===== src/core/pil_pkg.sv =====
// constants, types and helpers shared by the interrupt line and pin bank
package pil_pkg;
    localparam int           NUM_FUNC       = 5;
    localparam int           FIRST_SEL_FUNC = 2;
    localparam int           NUM_SEL_FUNC   = 3;
    localparam int           NUM_INT_PINS   = 4;
    localparam int           PAIR_TIE_POS   = 29;
    localparam int           ALL_TIE_POS    = 28;
    localparam int           SEL_MSB        = 6;
    localparam int           SEL_LSB        = 5;
    localparam int           INTA_IDX       = 0;
    localparam int           INTB_IDX       = 1;
    localparam logic [7:0]   LINE_OFFSET    = 8'h3C;
    localparam logic [7:0]   PIN_OFFSET     = 8'h3D;
    localparam logic [7:0]   LINE_RESET     = 8'hFF;
    localparam logic [7:0]   PIN_INTA       = 8'h01;
    localparam logic [7:0]   PIN_INTB       = 8'h02;
    localparam logic [31:0]  ABSENT_READ    = 32'hFFFF_FFFF;
    localparam logic [31:0]  UNMAPPED_READ  = 32'h0000_0000;
    localparam logic [2:0]   FUNC_LIMIT     = 3'h5;

    typedef logic [7:0] pil_byte_type;

    typedef struct packed {
        pil_byte_type [NUM_FUNC-1:0] line;
        logic                        ack;
        logic [31:0]                 rdata;
    } pil_cfg_state_type;

    typedef struct packed {
        logic [NUM_INT_PINS-1:0] intReq;
    } pil_merge_state_type;

    // dword index of a configuration byte offset
    function automatic logic [5:0] pil_dword_of(input logic [7:0] off);
        return off[7:2];
    endfunction : pil_dword_of

    // byte lane of a configuration byte offset
    function automatic logic [1:0] pil_lane_of(input logic [7:0] off);
        return off[1:0];
    endfunction : pil_lane_of

    // select field 0..3 maps onto INTA..INTD codes 01h..04h
    function automatic pil_byte_type pil_pin_encode(input logic [1:0] sel);
        return {6'h00, sel} + PIN_INTA;
    endfunction : pil_pin_encode
endpackage : pil_pkg


===== src/core/pil_route_if.sv =====
// tie settings, select fields, pin codes and merged requests between bank and merger
`timescale 1ns/10ps
interface pil_route_if;
    import pil_pkg::*;
    logic                                 pairTie;
    logic                                 allTie;
    logic [NUM_SEL_FUNC-1:0][1:0]         intSel;
    logic [NUM_FUNC-1:0]                  funcIrq;
    pil_byte_type [NUM_FUNC-1:0]          pinValue;
    logic [NUM_INT_PINS-1:0]              intReq;

    modport bank  (output pairTie, output allTie, output intSel, output funcIrq,
                   input pinValue, input intReq);
    modport merge (input pairTie, input allTie, input intSel, input funcIrq,
                   output pinValue, output intReq);
endinterface : pil_route_if


===== src/core/pil_irq_merge.sv =====
// pin code per function and merging of function requests onto the shared lines
`timescale 1ns/10ps
module pil_irq_merge (
    input  wire logic  core_clk,
    input  wire logic  nrst,
    pil_route_if.merge route
);
    import pil_pkg::*;

    pil_merge_state_type state;
    pil_merge_state_type next_state;

    always_comb begin
        route.pinValue[0] = PIN_INTA;
        route.pinValue[1] = (route.pairTie || route.allTie) ? PIN_INTA : PIN_INTB;
        for (int f = FIRST_SEL_FUNC; f < NUM_FUNC; f++) begin
            // select fields reset to zero outside, so these start at INTA
            route.pinValue[f] = route.allTie ? PIN_INTA
                              : pil_pin_encode(route.intSel[f-FIRST_SEL_FUNC]);
        end
    end

    always_comb begin
        next_state = '0;
        for (int f = 0; f < NUM_FUNC; f++) begin
            if (route.funcIrq[f]) begin
                next_state.intReq[route.pinValue[f][1:0] - 2'h1] = 1'b1;
            end
        end
        // a function selecting INTB still lands on INTA when the pair is tied
        if (route.pairTie && next_state.intReq[INTB_IDX]) begin
            next_state.intReq[INTA_IDX] = 1'b1;
            next_state.intReq[INTB_IDX] = 1'b0;
        end
        if (route.allTie) begin
            next_state.intReq = {{(NUM_INT_PINS-1){1'b0}}, |route.funcIrq};
        end
    end

    always_ff @(posedge core_clk or negedge nrst) begin
        if (!nrst) begin
            state <= '0;
        end else begin
            state <= next_state;
        end
    end

    assign route.intReq = state.intReq;
endmodule : pil_irq_merge


===== src/core/pil_irq_bank.sv =====
// per-function interrupt line and interrupt pin configuration bytes
// How it works
// - each function has a writable line byte, reset FFh, holding what was written
// - pin byte is read-only everywhere; writes ignored, reads give function code
// - function 0 always reports INTA, 01h
// - function 1 reports INTB when both ties clear, otherwise INTA
// - pair-tie bit 29 set joins INTB onto INTA internally
// - all-tie bit 28 set merges all four lines; every function reports INTA
// - functions 2 to 4 report code from select bits 6-5, INTA at reset
// - pin codes always follow the live tie bits of the system control word
`timescale 1ns/10ps
module pil_irq_bank
    import pil_pkg::*;
(
    input  wire logic                          core_clk,
    input  wire logic                          nrst,
    input  wire logic                          cfgSel,
    input  wire logic                          cfgWrite,
    input  wire logic [2:0]                    cfgFunc,
    input  wire logic [5:0]                    cfgAddr,
    input  wire logic [3:0]                    cfgByteEn,
    input  wire logic [31:0]                   cfgWdata,
    output wire logic [31:0]                   cfgRdata,
    output wire logic                          cfgAck,
    input  wire logic [31:0]                   sysCtrlWord,
    input  wire logic [pil_pkg::NUM_SEL_FUNC-1:0][7:0] genCtrlLow,
    input  wire logic [pil_pkg::NUM_FUNC-1:0]  funcIrq,
    output wire logic [pil_pkg::NUM_INT_PINS-1:0] intReq
);
    import pil_pkg::*;

    localparam logic [1:0] LINE_LANE = pil_lane_of(LINE_OFFSET);
    localparam logic [1:0] PIN_LANE  = pil_lane_of(PIN_OFFSET);

    pil_cfg_state_type state;
    pil_cfg_state_type next_state;
    pil_route_if       route ();

    logic              funcValid;
    logic              hitIrqWord;
    logic              lineWrite;

    // tie bits are read straight from the system control word each cycle
    assign route.pairTie = sysCtrlWord[PAIR_TIE_POS];
    assign route.allTie  = sysCtrlWord[ALL_TIE_POS];
    assign route.funcIrq = funcIrq;

    always_comb begin
        for (int s = 0; s < NUM_SEL_FUNC; s++) begin
            route.intSel[s] = genCtrlLow[s][SEL_MSB:SEL_LSB];
        end
    end

    pil_irq_merge u_merge (
        .core_clk (core_clk),
        .nrst     (nrst),
        .route    (route.merge)
    );

    assign funcValid  = (cfgFunc < FUNC_LIMIT);
    assign hitIrqWord = (cfgAddr == pil_dword_of(LINE_OFFSET));
    assign lineWrite  = cfgSel && cfgWrite && funcValid && hitIrqWord && cfgByteEn[LINE_LANE];

    always_comb begin
        next_state       = state;
        next_state.ack   = cfgSel;
        next_state.rdata = UNMAPPED_READ;
        if (cfgSel && !cfgWrite) begin
            if (!funcValid) begin
                // absent functions read as all ones, like an unclaimed cycle
                next_state.rdata = ABSENT_READ;
            end else if (hitIrqWord) begin
                next_state.rdata[8*LINE_LANE +: 8] = state.line[cfgFunc];
                next_state.rdata[8*PIN_LANE +: 8]  = route.pinValue[cfgFunc];
            end
        end
        // only the line lane stores; the pin lane of a write is dropped
        if (lineWrite) begin
            next_state.line[cfgFunc] = cfgWdata[8*LINE_LANE +: 8];
        end
    end

    always_ff @(posedge core_clk or negedge nrst) begin
        if (!nrst) begin
            state.line  <= {NUM_FUNC{LINE_RESET}};
            state.ack   <= 1'b0;
            state.rdata <= UNMAPPED_READ;
        end else begin
            state <= next_state;
        end
    end

    assign cfgRdata = state.rdata;
    assign cfgAck   = state.ack;
    // line bytes feed only the read path, never the request merge
    assign intReq   = route.intReq;

    // read decode for the checks below; the checks keep no state of their own
    logic              readHit;
    assign readHit = cfgSel && !cfgWrite && funcValid && hitIrqWord;

    property p_line_store;
        @(posedge core_clk) disable iff (!nrst)
        lineWrite |=> state.line[$past(cfgFunc)] == $past(cfgWdata[7:0]);
    endproperty
    a_line_store: assert property (p_line_store) else $error("line byte not stored");

    property p_line_hold;
        @(posedge core_clk) disable iff (!nrst)
        !lineWrite |=> state.line == $past(state.line);
    endproperty
    a_line_hold: assert property (p_line_hold) else $error("line byte changed");

    property p_func0_pin;
        @(posedge core_clk) disable iff (!nrst)
        route.pinValue[0] == PIN_INTA;
    endproperty
    a_func0_pin: assert property (p_func0_pin) else $error("function 0 not INTA");

    property p_func1_pin;
        @(posedge core_clk) disable iff (!nrst)
        route.pinValue[1] == ((route.pairTie || route.allTie) ? PIN_INTA : PIN_INTB);
    endproperty
    a_func1_pin: assert property (p_func1_pin) else $error("function 1 code wrong");

    property p_all_tie;
        @(posedge core_clk) disable iff (!nrst)
        route.allTie |-> route.pinValue == {NUM_FUNC{PIN_INTA}};
    endproperty
    a_all_tie: assert property (p_all_tie) else $error("all-tie codes wrong");

    property p_all_tie_merge;
        @(posedge core_clk) disable iff (!nrst)
        (route.allTie && |funcIrq) |=> intReq == 4'h1;
    endproperty
    a_all_tie_merge: assert property (p_all_tie_merge) else $error("lines not merged");

    property p_pair_tie;
        @(posedge core_clk) disable iff (!nrst)
        route.pairTie |=> !intReq[INTB_IDX];
    endproperty
    a_pair_tie: assert property (p_pair_tie) else $error("INTB live while tied");

    property p_sel_code;
        @(posedge core_clk) disable iff (!nrst)
        !route.allTie |-> route.pinValue[3] == {6'h00, genCtrlLow[1][SEL_MSB:SEL_LSB]} + 8'h01;
    endproperty
    a_sel_code: assert property (p_sel_code) else $error("select code wrong");

    property p_read_pin;
        @(posedge core_clk) disable iff (!nrst)
        readHit |=> cfgRdata[15:8] ==
            ($past(sysCtrlWord[ALL_TIE_POS]) ? PIN_INTA : $past(route.pinValue[cfgFunc]));
    endproperty
    a_read_pin: assert property (p_read_pin) else $error("pin read wrong");

    property p_ack;
        @(posedge core_clk) disable iff (!nrst)
        cfgSel |=> cfgAck;
    endproperty
    a_ack: assert property (p_ack) else $error("ack not one cycle after request");

    property p_ack_idle;
        @(posedge core_clk) disable iff (!nrst)
        !cfgSel |=> !cfgAck;
    endproperty
    a_ack_idle: assert property (p_ack_idle) else $error("ack without request");

    property p_absent_read;
        @(posedge core_clk) disable iff (!nrst)
        cfgSel && !cfgWrite && !funcValid |=> cfgRdata == ABSENT_READ;
    endproperty
    a_absent_read: assert property (p_absent_read) else $error("absent function read wrong");

    property p_other_read;
        @(posedge core_clk) disable iff (!nrst)
        cfgSel && !cfgWrite && funcValid && !hitIrqWord |=> cfgRdata == UNMAPPED_READ;
    endproperty
    a_other_read: assert property (p_other_read) else $error("other offset read not zero");

    property p_write_quiet;
        @(posedge core_clk) disable iff (!nrst)
        cfgSel && cfgWrite |=> cfgRdata == UNMAPPED_READ;
    endproperty
    a_write_quiet: assert property (p_write_quiet) else $error("read data after write");

    property p_read_line;
        @(posedge core_clk) disable iff (!nrst)
        readHit |=> cfgRdata[7:0] == $past(state.line[cfgFunc]);
    endproperty
    a_read_line: assert property (p_read_line) else $error("line read wrong");

    property p_no_request;
        @(posedge core_clk) disable iff (!nrst)
        !(|funcIrq) |=> intReq == 4'h0;
    endproperty
    a_no_request: assert property (p_no_request) else $error("request without source");

    property p_rise_pair;
        @(posedge core_clk) disable iff (!nrst)
        $rose(route.pairTie) |-> route.pinValue[1] == PIN_INTA;
    endproperty
    a_rise_pair: assert property (p_rise_pair) else $error("pin code lags tie bit");

    property p_pair_fold;
        @(posedge core_clk) disable iff (!nrst)
        route.pairTie && funcIrq[3] && genCtrlLow[1][SEL_MSB:SEL_LSB] == 2'h1
            |=> intReq[INTA_IDX];
    endproperty
    a_pair_fold: assert property (p_pair_fold) else $error("INTB not folded");

    property p_sel_intb;
        @(posedge core_clk) disable iff (!nrst)
        !route.allTie && genCtrlLow[0][SEL_MSB:SEL_LSB] == 2'h1 |-> route.pinValue[2] == PIN_INTB;
    endproperty
    a_sel_intb: assert property (p_sel_intb) else $error("select INTB code wrong");

    property p_sel_func4;
        @(posedge core_clk) disable iff (!nrst)
        !route.allTie |->
            route.pinValue[4] == {6'h00, genCtrlLow[2][SEL_MSB:SEL_LSB]} + PIN_INTA;
    endproperty
    a_sel_func4: assert property (p_sel_func4) else $error("function 4 code wrong");
endmodule : pil_irq_bank


===== config.mk =====
export PLATFORM = sky130hd
export DESIGN_NAME = pil_irq_bank
export DESIGN_NICKNAME = d
export VERILOG_FILES = /design/src/core/pil_pkg.sv /design/src/core/pil_route_if.sv /design/src/core/pil_irq_merge.sv /design/src/core/pil_irq_bank.sv
export SDC_FILE = /design/constraint.sdc
export NUM_CORES = 1
export LEC_CHECK = 0
export BUFFER_PORTS_ARGS = -buffer_cell sky130_fd_sc_hd__buf_2
export CELL_PAD_IN_SITES_DETAIL_PLACEMENT = 1
export CELL_PAD_IN_SITES_GLOBAL_PLACEMENT = 1
export CORE_ASPECT_RATIO = 1.5
export CORE_UTILIZATION = 32
export DETAILED_ROUTE_END_ITERATION = 10
export MAX_ROUTING_LAYER = met4
export PLACE_DENSITY_LB_ADDON = 0.3
export REMOVE_ABC_BUFFERS = 1
export SLEW_MARGIN = 20
export SYNTH_ARGS = -nofsm -noshare
export SYNTH_HDL_FRONTEND = slang
export SYNTH_SLANG_ARGS = --single-unit
export TNS_END_PERCENT = 1

===== constraint.sdc =====
create_clock -name core_clk -period 1.05 [get_ports core_clk]
set_input_delay 0 -clock core_clk [delete_from_list [all_inputs] [get_ports core_clk]]
set_output_delay 0 -clock core_clk [all_outputs]
set_load 0.01 [all_outputs]

==> results of run 1 <==
-- cells in the final DEF (no fill, tap or decap), types with 4 or more instances in the layout --
cell / count
a22oi_2: 4
a21o_1: 9
nand2_1: 7
mux2i_1: 6
o22ai_1: 7
mux2_4: 16
dfrtp_1: 16
nand3_1: 6
clkbuf_16: 9
mux2_2: 28
o21ai_0: 4
buf_6: 4
dlygate4sd3_1: 17
buf_2: 71
dfstp_2: 40
a22oi_1: 6
nand3b_1: 4
nor2_1: 6
nor2b_1: 4
buf_4: 25
-- power groups by stage --
stage | Clock [mW] | Combinational [mW] | Sequential [mW]
final | 3.35 | 0.591 | 2.26
after global routing | 3.54 | 0.647 | 2.27
after CTS | 3.44 | 0.576 | 2.26
after global placement | 0 | 0.513 | 2.29
after detailed placement | 0 | 0.519 | 2.30
after floorplan | 0 | 0.131 | 2.33
-- flip-flops by register name (all words and copies together) (netlist names) --
register / flops
state: 40
cfgAck: 1
cfgRdata: 12
u_merge.route.intReq: 4
-- metrics by stage --
| stage | utilization | instance area, um2 |
|---|---|---|
| after floorplan | - | 2750 |
| after global placement | 0.377 | 3490 |
| after detailed placement | 0.377 | 3490 |
| after CTS | 0.437 | 4050 |
| after global routing | 0.443 | 4100 |
| final | 0.443 | 4100 |
-- final cells by class --
cell class / count / area, um2
repair buffers: 119 / 793
fillers: 997 / 5150
multi-input cells: 144 / 1330
well taps: 112 / 140
clock buffers: 10 / 239
inverters: 3 / 11.3
flip-flops and latches: 57 / 1480
clock inverters: 6 / 105
-- path summary, 6_finish.rpt --
check / slack (ps) / end
worst max-delay path: -440 / state[38]$_DFFE_PN1P_
max in group asynchronous: 520 / state[50]$_DFFE_PN1P_
worst min register to register: 610 / state[62]$_DFFE_PN1P_
worst min-delay path: 50 / u_merge.route.intReq[2]$_DFF_PN0_
worst max register to register: -120 / cfgRdata[3]$_DFF_PN0_
min in group asynchronous: 190 / cfgAck$_DFF_PN0_
-- kinds of logic after synthesis --
family	share of synthesized area
buffers and inverters	0.103
adder cells (fa/ha/maj)	0.0123
multiplexers	0.209
flip-flops	0.485
AO/OA/AOI/OAI	0.108
AND/OR/NAND/NOR	0.0825
-- worst register-to-register path, cell delays in order (launching register included) --
cell	delay, ps
dfstp_2	370
mux2_2	260
a22oi_2	130
o22ai_1	110
a21o_1	200
-- routing by layer --
layer  part of all wire  up-vias  wire [um]
li1                   -     1042          -
met1               0.38     1143       2980
met2               0.54       86       4290
met3              0.048       21        381
met4              0.036        0        283
met5                  0        -          0
-- timing repair --
item / in CTS / in global routing
hold buffers: 17 / 0
resized for setup: 11 / 10
pin swaps: 5 / 7
gates cloned: 0 / 0
hold endpoints to repair: 102 / 0
endpoints found under the setup margin: 70 / 72
==> summary.txt, run 1 <==
STA
  • Final min period: 1490 ps
  • Slew headroom: 0.697
  • Post-Route Skew: between 5 and 6 ps
  • Final setup vio count: 47
  • PnR worst setup slack: -444 ps
  • Measured slew at the worst slew-check pin: approximately 450 ps
  • Final Max Slew Viols: 0
  • Period Utilization, post-route: 1.42
  • RSZ-0062 raised after global routing: yes
  • Setup TNS: -14180 ps
  • Fmax achieved: 669 MHz
  • Hold Fails Final Rpt: 0
  • Hold WS: 54.0 ps

Routing
  • Drt pass-1 iters: 4
  • Detail Route Antenna Nets: 0
  • Routed vias: roughly 2300
  • Vias per cell: around 5.1
  • DRT Wirelength: ~8000 um
  • DRT iter0 DRCs: between 80 and 90
  • DR WL/cell: approximately 18 um
  • DRC Markers: 0

Clocking
  • Cts bufs inserted: 9
  • Max Root-Sink Buffers: 2
  • Clock sinks: 57
  • Clk slew on worst S/H paths: ~50 ps
  • Worst skew pair latency: roughly 330 ps
  • Root Driver: clkbuf_16
  • Post-CTS setup buffers: 0
  • H-Tree Depth: 3
  • CTS tree: yes

Logic synthesis
  • Syn_area_per_cell: ~12 um2
  • Synthesized instance count: 248
  • Most frequent cells after synthesis: dfstp_2 (40), buf_4 (32), mux2_2 (28)
  • Netlist cell types: 43
  • Top post-synthesis cells by area: dfstp_2 (34%), dfrtp_1 (14%), mux2_2 (10%), buf_4 (7.9%), mux2_4 (7.9%)
  • Yosys top cell area share: 0.345
  • Number of flops mapped to enable cells by yosys: 0
  • Synth Register Bits: 57
  • Post-synthesis sequential area ratio: 0.485
  • Ys async rst share: 1.00
  • Yosys top cell by area: dfstp_2
  • Synth warn: 0
  • Synth Flop Type: dfstp_2
  • Most frequent cell after synthesis: dfstp_2
  • Mapped cell area: approximately 3000 um2

Setup path
  • Critical-path top delay cell: or4b_4
  • Depth of the most critical reg-to-reg path: 4
  • Worst Path Required: 1300 ps
  • Max incr delay on CP: 520 ps
  • Reg-to-reg critical path startpoint: state[36]$_DFFE_PN1P_
  • CP startpoint: cfgAddr[4]
  • Worst path bufs/invs: 2
  • Cell Chain, Critical Path: buf_2, nand4bb_4, or4b_4, or4_4, buf_8, mux2_4
  • CP endpoint kind: register
  • Top Family by Delay on Critical Path: simple AND/OR/NAND/NOR gates
  • Crit path kind: in -> reg
  • Critical path arrival: 1740 ps
  • CP Max Fanout: 8
  • Critical path depth in cells: 6
  • CP startpoint kind: input port

Power
  • Gate power share: 0.095
  • Sw frac: 0.213
  • Psw: 1.32 mW
  • Maximum VDD drop: approximately 850 uV
  • Tot Pwr: 6.21 mW
  • Power per cell area: 1510 nW/um2
  • Leakage: roughly 2.0 nW
  • Internal: roughly 4.9 mW
  • Sequential power share: 0.365
  • Clock power frac: 0.540

Placement
  • Pre-CTS WS: -836 ps
  • Inst Count DP: between 400 and 500
  • HPWL after detailed placement: roughly 5400 um
  • RePlAce Congestion: roughly 0.8
  • Port Buffers: a little over 70

Hold path
  • Hold wc startpoint: genCtrlLow[21]
  • Worst min path class: in -> reg
  • WHS Path Cells: 4

Die
  • Cell row count: 43
  • Die ar.: 9920 um2
  • Die Wd: ~82 um
  • Core footprint: 9250 um2
  • Die span in y: ~120 um
  • Ports: ~150
  • Starting Density: 0.329

Cells and area
  • Nets: around 450
  • Fin cells: 451
  • Area delta synth->final: 34.6%
  • Layout cell share with drive strength beyond 1: 0.643
  • Ant diodes: 0

Run status
  • Status: finished, violations left
  • Failing checks: negative setup slack

GRT
  • Initial antenna violation count: 0
  • GR Util All Layers: 0.178
  • Grt ovf: 0
  • Largest net degree at the start of global routing: 58
  • M3 GR Usage: 0.0429
  • Routing usage on met2: 0.307
  • First-pass GRT wire length: around 12000 um
  • Grt peak-use layer: met2
  • Vias in the first global route: between 2000 and 2500
  • Grt met1 use: 0.178

Flow run
  • Max_cap viols: 0
(Power assumes the default switching activity.)
==> run 2, diff against run 1 <==
Settings changed: SETUP_SLACK_MARGIN set to 0.2.
==> run 2 against run 1 <==
Effect of this change: the run still ends with negative setup slack left; utilization down 0.24 points; combinational power fell by 2%; via count is 1.0% lower; non-clock buffer count unchanged; flip-flop and latch count did not move; sequential share of layout area grew 0.20 points; maximum frequency about the same; wire length is 1.3% lower; critical path depth is the same; register-to-register slack about the same.
==> summary.txt, run 2 (synthesized netlist as in run 1, its figures left out) <==
Clocking
  • CTS tree: yes
  • Clock sinks: 57 (unchanged)
  • Cts bufs inserted: 9 (unchanged)
  • Worst skew pair latency: 330 ps (about the same)
  • Clk slew on worst S/H paths: 50 ps (about the same)
  • Max Root-Sink Buffers: 2 (unchanged)
  • H-Tree Depth: 3 (unchanged)
  • Root Driver: clkbuf_16
  • Post-CTS setup buffers: 0 (unchanged)

Power
  • Sequential power share: 0.366 (about the same)
  • Power per cell area: 1520 nW/um2 (+0.35%)
  • Psw: 1.31 mW (-0.65%)
  • Maximum VDD drop: 845 uV (-0.35%)
  • Sw frac: 0.212 (-0.000956)
  • Gate power share: 0.093 (-0.002)
  • Clock power frac: 0.541 (about the same)
  • Leakage: 1.97 nW (-0.15%)
  • Internal: 4.88 mW (about the same)
  • Tot Pwr: 6.20 mW (-0.20%)

Cells and area
  • Area of the multi-input gates: 1310 um2 (-1.7%)
  • Final core utilization: 0.441 (-0.00243)
  • Ant diodes: 0 (unchanged)
  • Number of flip-flops in the largest register: 40 (unchanged)
  • Most frequent cells in the layout: buf_2 (71), dfstp_2 (40), mux2_2 (28), buf_4 (25), dlygate4sd3_1 (17)
  • Register area: 1480 um2 (unchanged)
  • Nets: 447 (unchanged)
  • Layout cell share with drive strength beyond 1: 0.637 (-0.00590)
  • Reg with most FFs: state
  • Commonest non-fill, non-tap cell in the layout: buf_2
  • Area delta synth->final: 33.8%
  • Fin cells: 451 (unchanged)
  • Fill cells: 1000 (+0.30%)

STA
  • Hold Fails Final Rpt: 0 (unchanged)
  • Slew headroom: 0.780 (+0.0830)
  • Period Utilization, post-route: 1.42 (about the same)
  • Final Max Slew Viols: 0 (unchanged)
  • PnR worst setup slack: -443 ps (+0.690 ps)
  • Measured slew at the worst slew-check pin: 321 ps (-132 ps)
  • Final min period: 1490 ps (-0.690 ps)
  • Fmax achieved: 670 MHz (about the same)
  • RSZ-0062 raised after global routing: yes
  • Post-Route Skew: 5.76 ps (+0.743 ps)
  • Final setup vio count: 47 (unchanged)
  • Hold WS: 52.9 ps (-1.14 ps)

GRT
  • Initial antenna violation count: 0 (unchanged)
  • First-pass GRT wire length: 12200 um (-0.29%)
  • Vias in the first global route: 2408 (-0.66%)
  • Grt ovf: 0 (unchanged)
  • GR Util All Layers: 0.177 (about the same)
  • Largest net degree at the start of global routing: 58 (unchanged)

Die
  • Starting Density: 0.329 (unchanged)
  • Die Wd: 81.7 um (unchanged)
  • Core footprint: 9250 um2 (unchanged)
  • Die span in y: 122 um (unchanged)
  • Ports: 147 (unchanged)
  • Die ar.: 9920 um2 (unchanged)
  • Cell row count: 43 (unchanged)

Routing
  • Detail Route Antenna Nets: 0 (unchanged)
  • DRC Markers: 0 (unchanged)
  • DRT Wirelength: 7840 um (-1.3%)
  • Drt pass-1 iters: 4 (unchanged)
  • DRT iter0 DRCs: 98 (+17%)
  • DR WL/cell: 17.4 um (-1.3%)
  • Vias per cell: 5.03 (-1.0%)
  • Routed vias: 2268 (-1.0%)

Setup path
  • CP startpoint: cfgAddr[4]
  • CP Max Fanout: 8 (unchanged)
  • Critical path arrival: 1740 ps (about the same)
  • FF-to-FF End: cfgRdata[3]$_DFF_PN0_
  • Crit path kind: in -> reg
  • CP startpoint kind: input port
  • Depth of the most critical reg-to-reg path: 4 (unchanged)
  • Worst Path Required: 1300 ps (about the same)
  • R2r setup slk: -120 ps (about the same)
  • Crit path to: state[38]$_DFFE_PN1P_
  • Reg-to-reg critical path startpoint: state[36]$_DFFE_PN1P_
  • CP endpoint kind: register

Placement
  • Port Buffers: 71 (unchanged)
  • RePlAce Congestion: 0.795 (unchanged)
  • HPWL after detailed placement: 5390 um (unchanged)
  • Inst Count DP: 418 (unchanged)

Run status
  • Status: finished, violations left
  • Failing checks: negative setup slack

Flow run
  • Max_cap viols: 0 (unchanged)

Hold path
  • Worst min path class: in -> reg
-- run 2: repair_timing --
action                                 4_1_cts  5_1_grt
setup endpoints to repair                   73       79
gates resized for setup                     11        6
pin swaps                                    5        5
hold buffers                                17        0
endpoints found under the hold margin      102        0
-- run 2: metal layers --
metal,up-vias,global-route usage,part of all wire
li1,1039,-,-
met1,1137,0.178,0.38
met2,75,0.308,0.54
met3,17,0.0421,0.045
met4,0,0.0976,0.037
met5,-,-,0
-- run 2: area by class of cell --
cell class / count / area share
repair buffers: 119 / 0.195
well taps: 112 / 0.0344
clock buffers: 10 / 0.0586
flip-flops and latches: 57 / 0.362
clock inverters: 6 / 0.0258
multi-input cells: 144 / 0.322
inverters: 3 / 0.00276
-- run 2: power groups by stage --
stage | registers, mW | clock network, mW | logic, mW
final | 2.26 | 3.35 | 0.579
after global routing | 2.27 | 3.54 | 0.636
after CTS | 2.26 | 3.44 | 0.576
after detailed placement | 2.30 | 0 | 0.519
after global placement | 2.29 | 0 | 0.513
after floorplan | 2.33 | 0 | 0.131
-- run 2: stage by stage --
stage / setup TNS (ps) / setup WS [ps] / instance area [um2]
after floorplan: -33710 / -783 / 2750
after global placement: -33610 / -819 / 3490
after detailed placement: -34130 / -836 / 3490
after CTS: -16010 / -432 / 4050
after global routing: -17120 / -470 / 4080
final: -14140 / -443 / 4080
-- run 2: worst min path at each step --
stage | end | depth (start not counted) | slack (ps) | start
after global placement | cfgAck$_DFF_PN0_ | 2 | 20 | nrst
final | u_merge.route.intReq[2]$_DFF_PN0_ | 4 | 50 | genCtrlLow[21]
after CTS | u_merge.route.intReq[2]$_DFF_PN0_ | 4 | 50 | genCtrlLow[21]
after global routing | u_merge.route.intReq[2]$_DFF_PN0_ | 4 | 90 | genCtrlLow[21]
after detailed placement | cfgAck$_DFF_PN0_ | 2 | 30 | nrst
after floorplan | cfgAck$_DFF_PN0_ | 0 | -300 | nrst
-- run 2: critical path, stage by stage --
cell	delay, ps
buf_2	100
nand4bb_4	210
or4b_4	520
or4_4	440
buf_8	170
mux2_4	300
==> run 3, diff against run 2 <==
Settings changed: RECOVER_POWER set to 25.
==> run 3 against run 2 <==
Effect of this change: the run still ends with negative setup slack left; clock skew hardly changed; first-iteration DRC count stayed put; worst setup slack better by 0.66 ps; critical endpoint unchanged; maximum frequency hardly changed; power is 0.13% lower.
==> summary.txt, run 3 (synthesized netlist as in run 1, its figures left out) <==
Run status
  • Status: finished, violations left
  • Failing checks: negative setup slack

Routing
  • DRT Wirelength: 7840 um (about the same)
  • DRT iter0 DRCs: 98 (unchanged)
  • DRC Markers: 0 (unchanged)
  • Routed vias: 2269 (+0.044%)
  • Drt pass-1 iters: 4 (unchanged)
  • Vias per cell: 5.03 (about the same)
  • DR WL/cell: 17.4 um (about the same)
  • Detail Route Antenna Nets: 0 (unchanged)

Setup path
  • CP endpoint kind: register
  • Critical path arrival: 1740 ps (about the same)
  • R2r setup slk: -120 ps (about the same)
  • Worst Path Required: 1300 ps (about the same)
  • CP startpoint kind: input port
  • CP Max Fanout: 8 (unchanged)
  • Crit path kind: in -> reg

Clocking
  • Worst skew pair latency: 330 ps (about the same)
  • Root Driver: clkbuf_16
  • Cts bufs inserted: 9 (unchanged)
  • CTS tree: yes
  • H-Tree Depth: 3 (unchanged)
  • Clk slew on worst S/H paths: 50 ps (about the same)
  • Clock sinks: 57 (unchanged)
  • Post-CTS setup buffers: 0 (unchanged)
  • Max Root-Sink Buffers: 2 (unchanged)

Die
  • Ports: 147 (unchanged)
  • Starting Density: 0.329 (unchanged)
  • Die ar.: 9920 um2 (unchanged)
  • Core footprint: 9250 um2 (unchanged)
  • Die Wd: 81.7 um (unchanged)
  • Cell row count: 43 (unchanged)
  • Die span in y: 122 um (unchanged)

STA
  • Period Utilization, post-route: 1.42 (about the same)
  • Slew headroom: 0.468 (-0.312)
  • Final min period: 1490 ps (-0.660 ps)
  • RSZ-0062 raised after global routing: yes
  • PnR worst setup slack: -442 ps (+0.660 ps)
  • Setup TNS: -14120 ps (+17.7 ps)
  • Measured slew at the worst slew-check pin: 798 ps (+477 ps)
  • Final Max Slew Viols: 0 (unchanged)
  • Fmax achieved: 670 MHz (about the same)
  • Final setup vio count: 47 (unchanged)
  • Hold Fails Final Rpt: 0 (unchanged)
  • Hold WS: 52.9 ps (unchanged)
  • Post-Route Skew: 5.76 ps (+0.00169 ps)

Power
  • Tot Pwr: 6.19 mW (-0.13%)
  • Power per cell area: 1520 nW/um2 (+0.27%)
  • Sequential power share: 0.366 (about the same)
  • Leakage: 1.96 nW (-0.45%)
  • Internal: 4.88 mW (-0.14%)
  • Sw frac: 0.212 (about the same)
  • Psw: 1.31 mW (-0.10%)
  • Clock power frac: 0.542 (about the same)
  • Gate power share: 0.092 (about the same)
  • Maximum VDD drop: 845 uV (about the same)

Placement
  • RePlAce Congestion: 0.795 (unchanged)
  • Inst Count DP: 418 (unchanged)
  • Port Buffers: 71 (unchanged)
  • Placed cell areas: 3490 um2 (unchanged)
  • Pre-CTS WS: -836 ps (unchanged)
  • HPWL after detailed placement: 5390 um (unchanged)

GRT
  • Grt ovf: 0 (unchanged)
  • First-pass GRT wire length: 12200 um (unchanged)
  • Initial antenna violation count: 0 (unchanged)
  • GR Util All Layers: 0.177 (unchanged)
  • Vias in the first global route: 2408 (unchanged)
  • Largest net degree at the start of global routing: 58 (unchanged)

Flow run
  • Max_cap viols: 0 (unchanged)

Cells and area
  • Area of the multi-input gates: 1310 um2 (unchanged)
  • Nets: 447 (unchanged)
  • Register area: 1480 um2 (unchanged)
  • Layout cell share with drive strength beyond 1: 0.634 (-0.00295)
  • Final core utilization: 0.439 (-0.00176)
  • Number of flip-flops in the largest register: 40 (unchanged)
  • Commonest non-fill, non-tap cell in the layout: buf_2
  • Reg with most FFs: state
  • Most frequent cells in the layout: buf_2 (71), dfstp_2 (40), mux2_2 (28), buf_4 (24), dlygate4sd3_1 (17)
  • Fill cells: 1002 (+0.20%)
  • Ant diodes: 0 (unchanged)
  • Area delta synth->final: 33.3%
  • Fin cells: 451 (unchanged)
  • Finished Cell Area: 4060 um2 (-0.40%)

Hold path
  • Worst min path class: in -> reg
run 3: changes by cell type in the layout (fill, tap and decap cells not counted), sizes merged:
| cell | previous run | this run |
|---|---|---|
| buf | 102 | 100 |
| clkbuf | 10 | 12 |
run 3: worst max-delay path, stage by stage:
cell	delay (ps)
buf_2	100
nand4bb_4	210
or4b_4	520
or4_4	440
buf_8	170
mux2_4	300
run 3: worst paths after layout:
kind,from,endpoint,cells after the start
setup / recovery,cfgAddr[4],state[38]$_DFFE_PN1P_,6
hold / removal,genCtrlLow[21],u_merge.route.intReq[2]$_DFF_PN0_,4
setup reg to reg,state[36]$_DFFE_PN1P_,cfgRdata[3]$_DFF_PN0_,4
hold reg to reg,state[62]$_DFFE_PN1P_,state[62]$_DFFE_PN1P_,1
max in group asynchronous,nrst,cfgRdata[30]$_DFF_PN0_,3
min in group asynchronous,nrst,cfgAck$_DFF_PN0_,3
run 3: final cells by class:
| type | instances | share of cell area |
|---|---|---|
| clock buffers | 10 | 0.0588 |
| flip-flops and latches | 57 | 0.364 |
| repair buffers | 119 | 0.191 |
| multi-input cells | 144 | 0.323 |
| well taps | 112 | 0.0345 |
| clock inverters | 6 | 0.0259 |
| inverters | 3 | 0.00277 |
run 3: timing repair:
item | CTS | global route
endpoints found under the setup margin | 73 | 79
pin swaps | 5 | 5
hold buffers | 17 | 0
hold endpoints to repair | 102 | 0
gates resized for setup | 11 | 6
run 3: per-layer routing:
layer,GRT usage,routed length [um],up-vias
met5,-,0,-
met4,0.0976,291,0
met3,0.0421,354,17
met2,0.308,4250,75
met1,0.178,2950,1138
li1,-,-,1039
run 3: power groups by stage:
stage	clock network, mW	logic (mW)	registers [mW]
2_1_floorplan	0	0.131	2.33
3_3_place_gp	0	0.513	2.29
3_5_place_dp	0	0.519	2.30
4_1_cts	3.44	0.576	2.26
5_1_grt	3.54	0.628	2.27
6_report	3.35	0.571	2.26
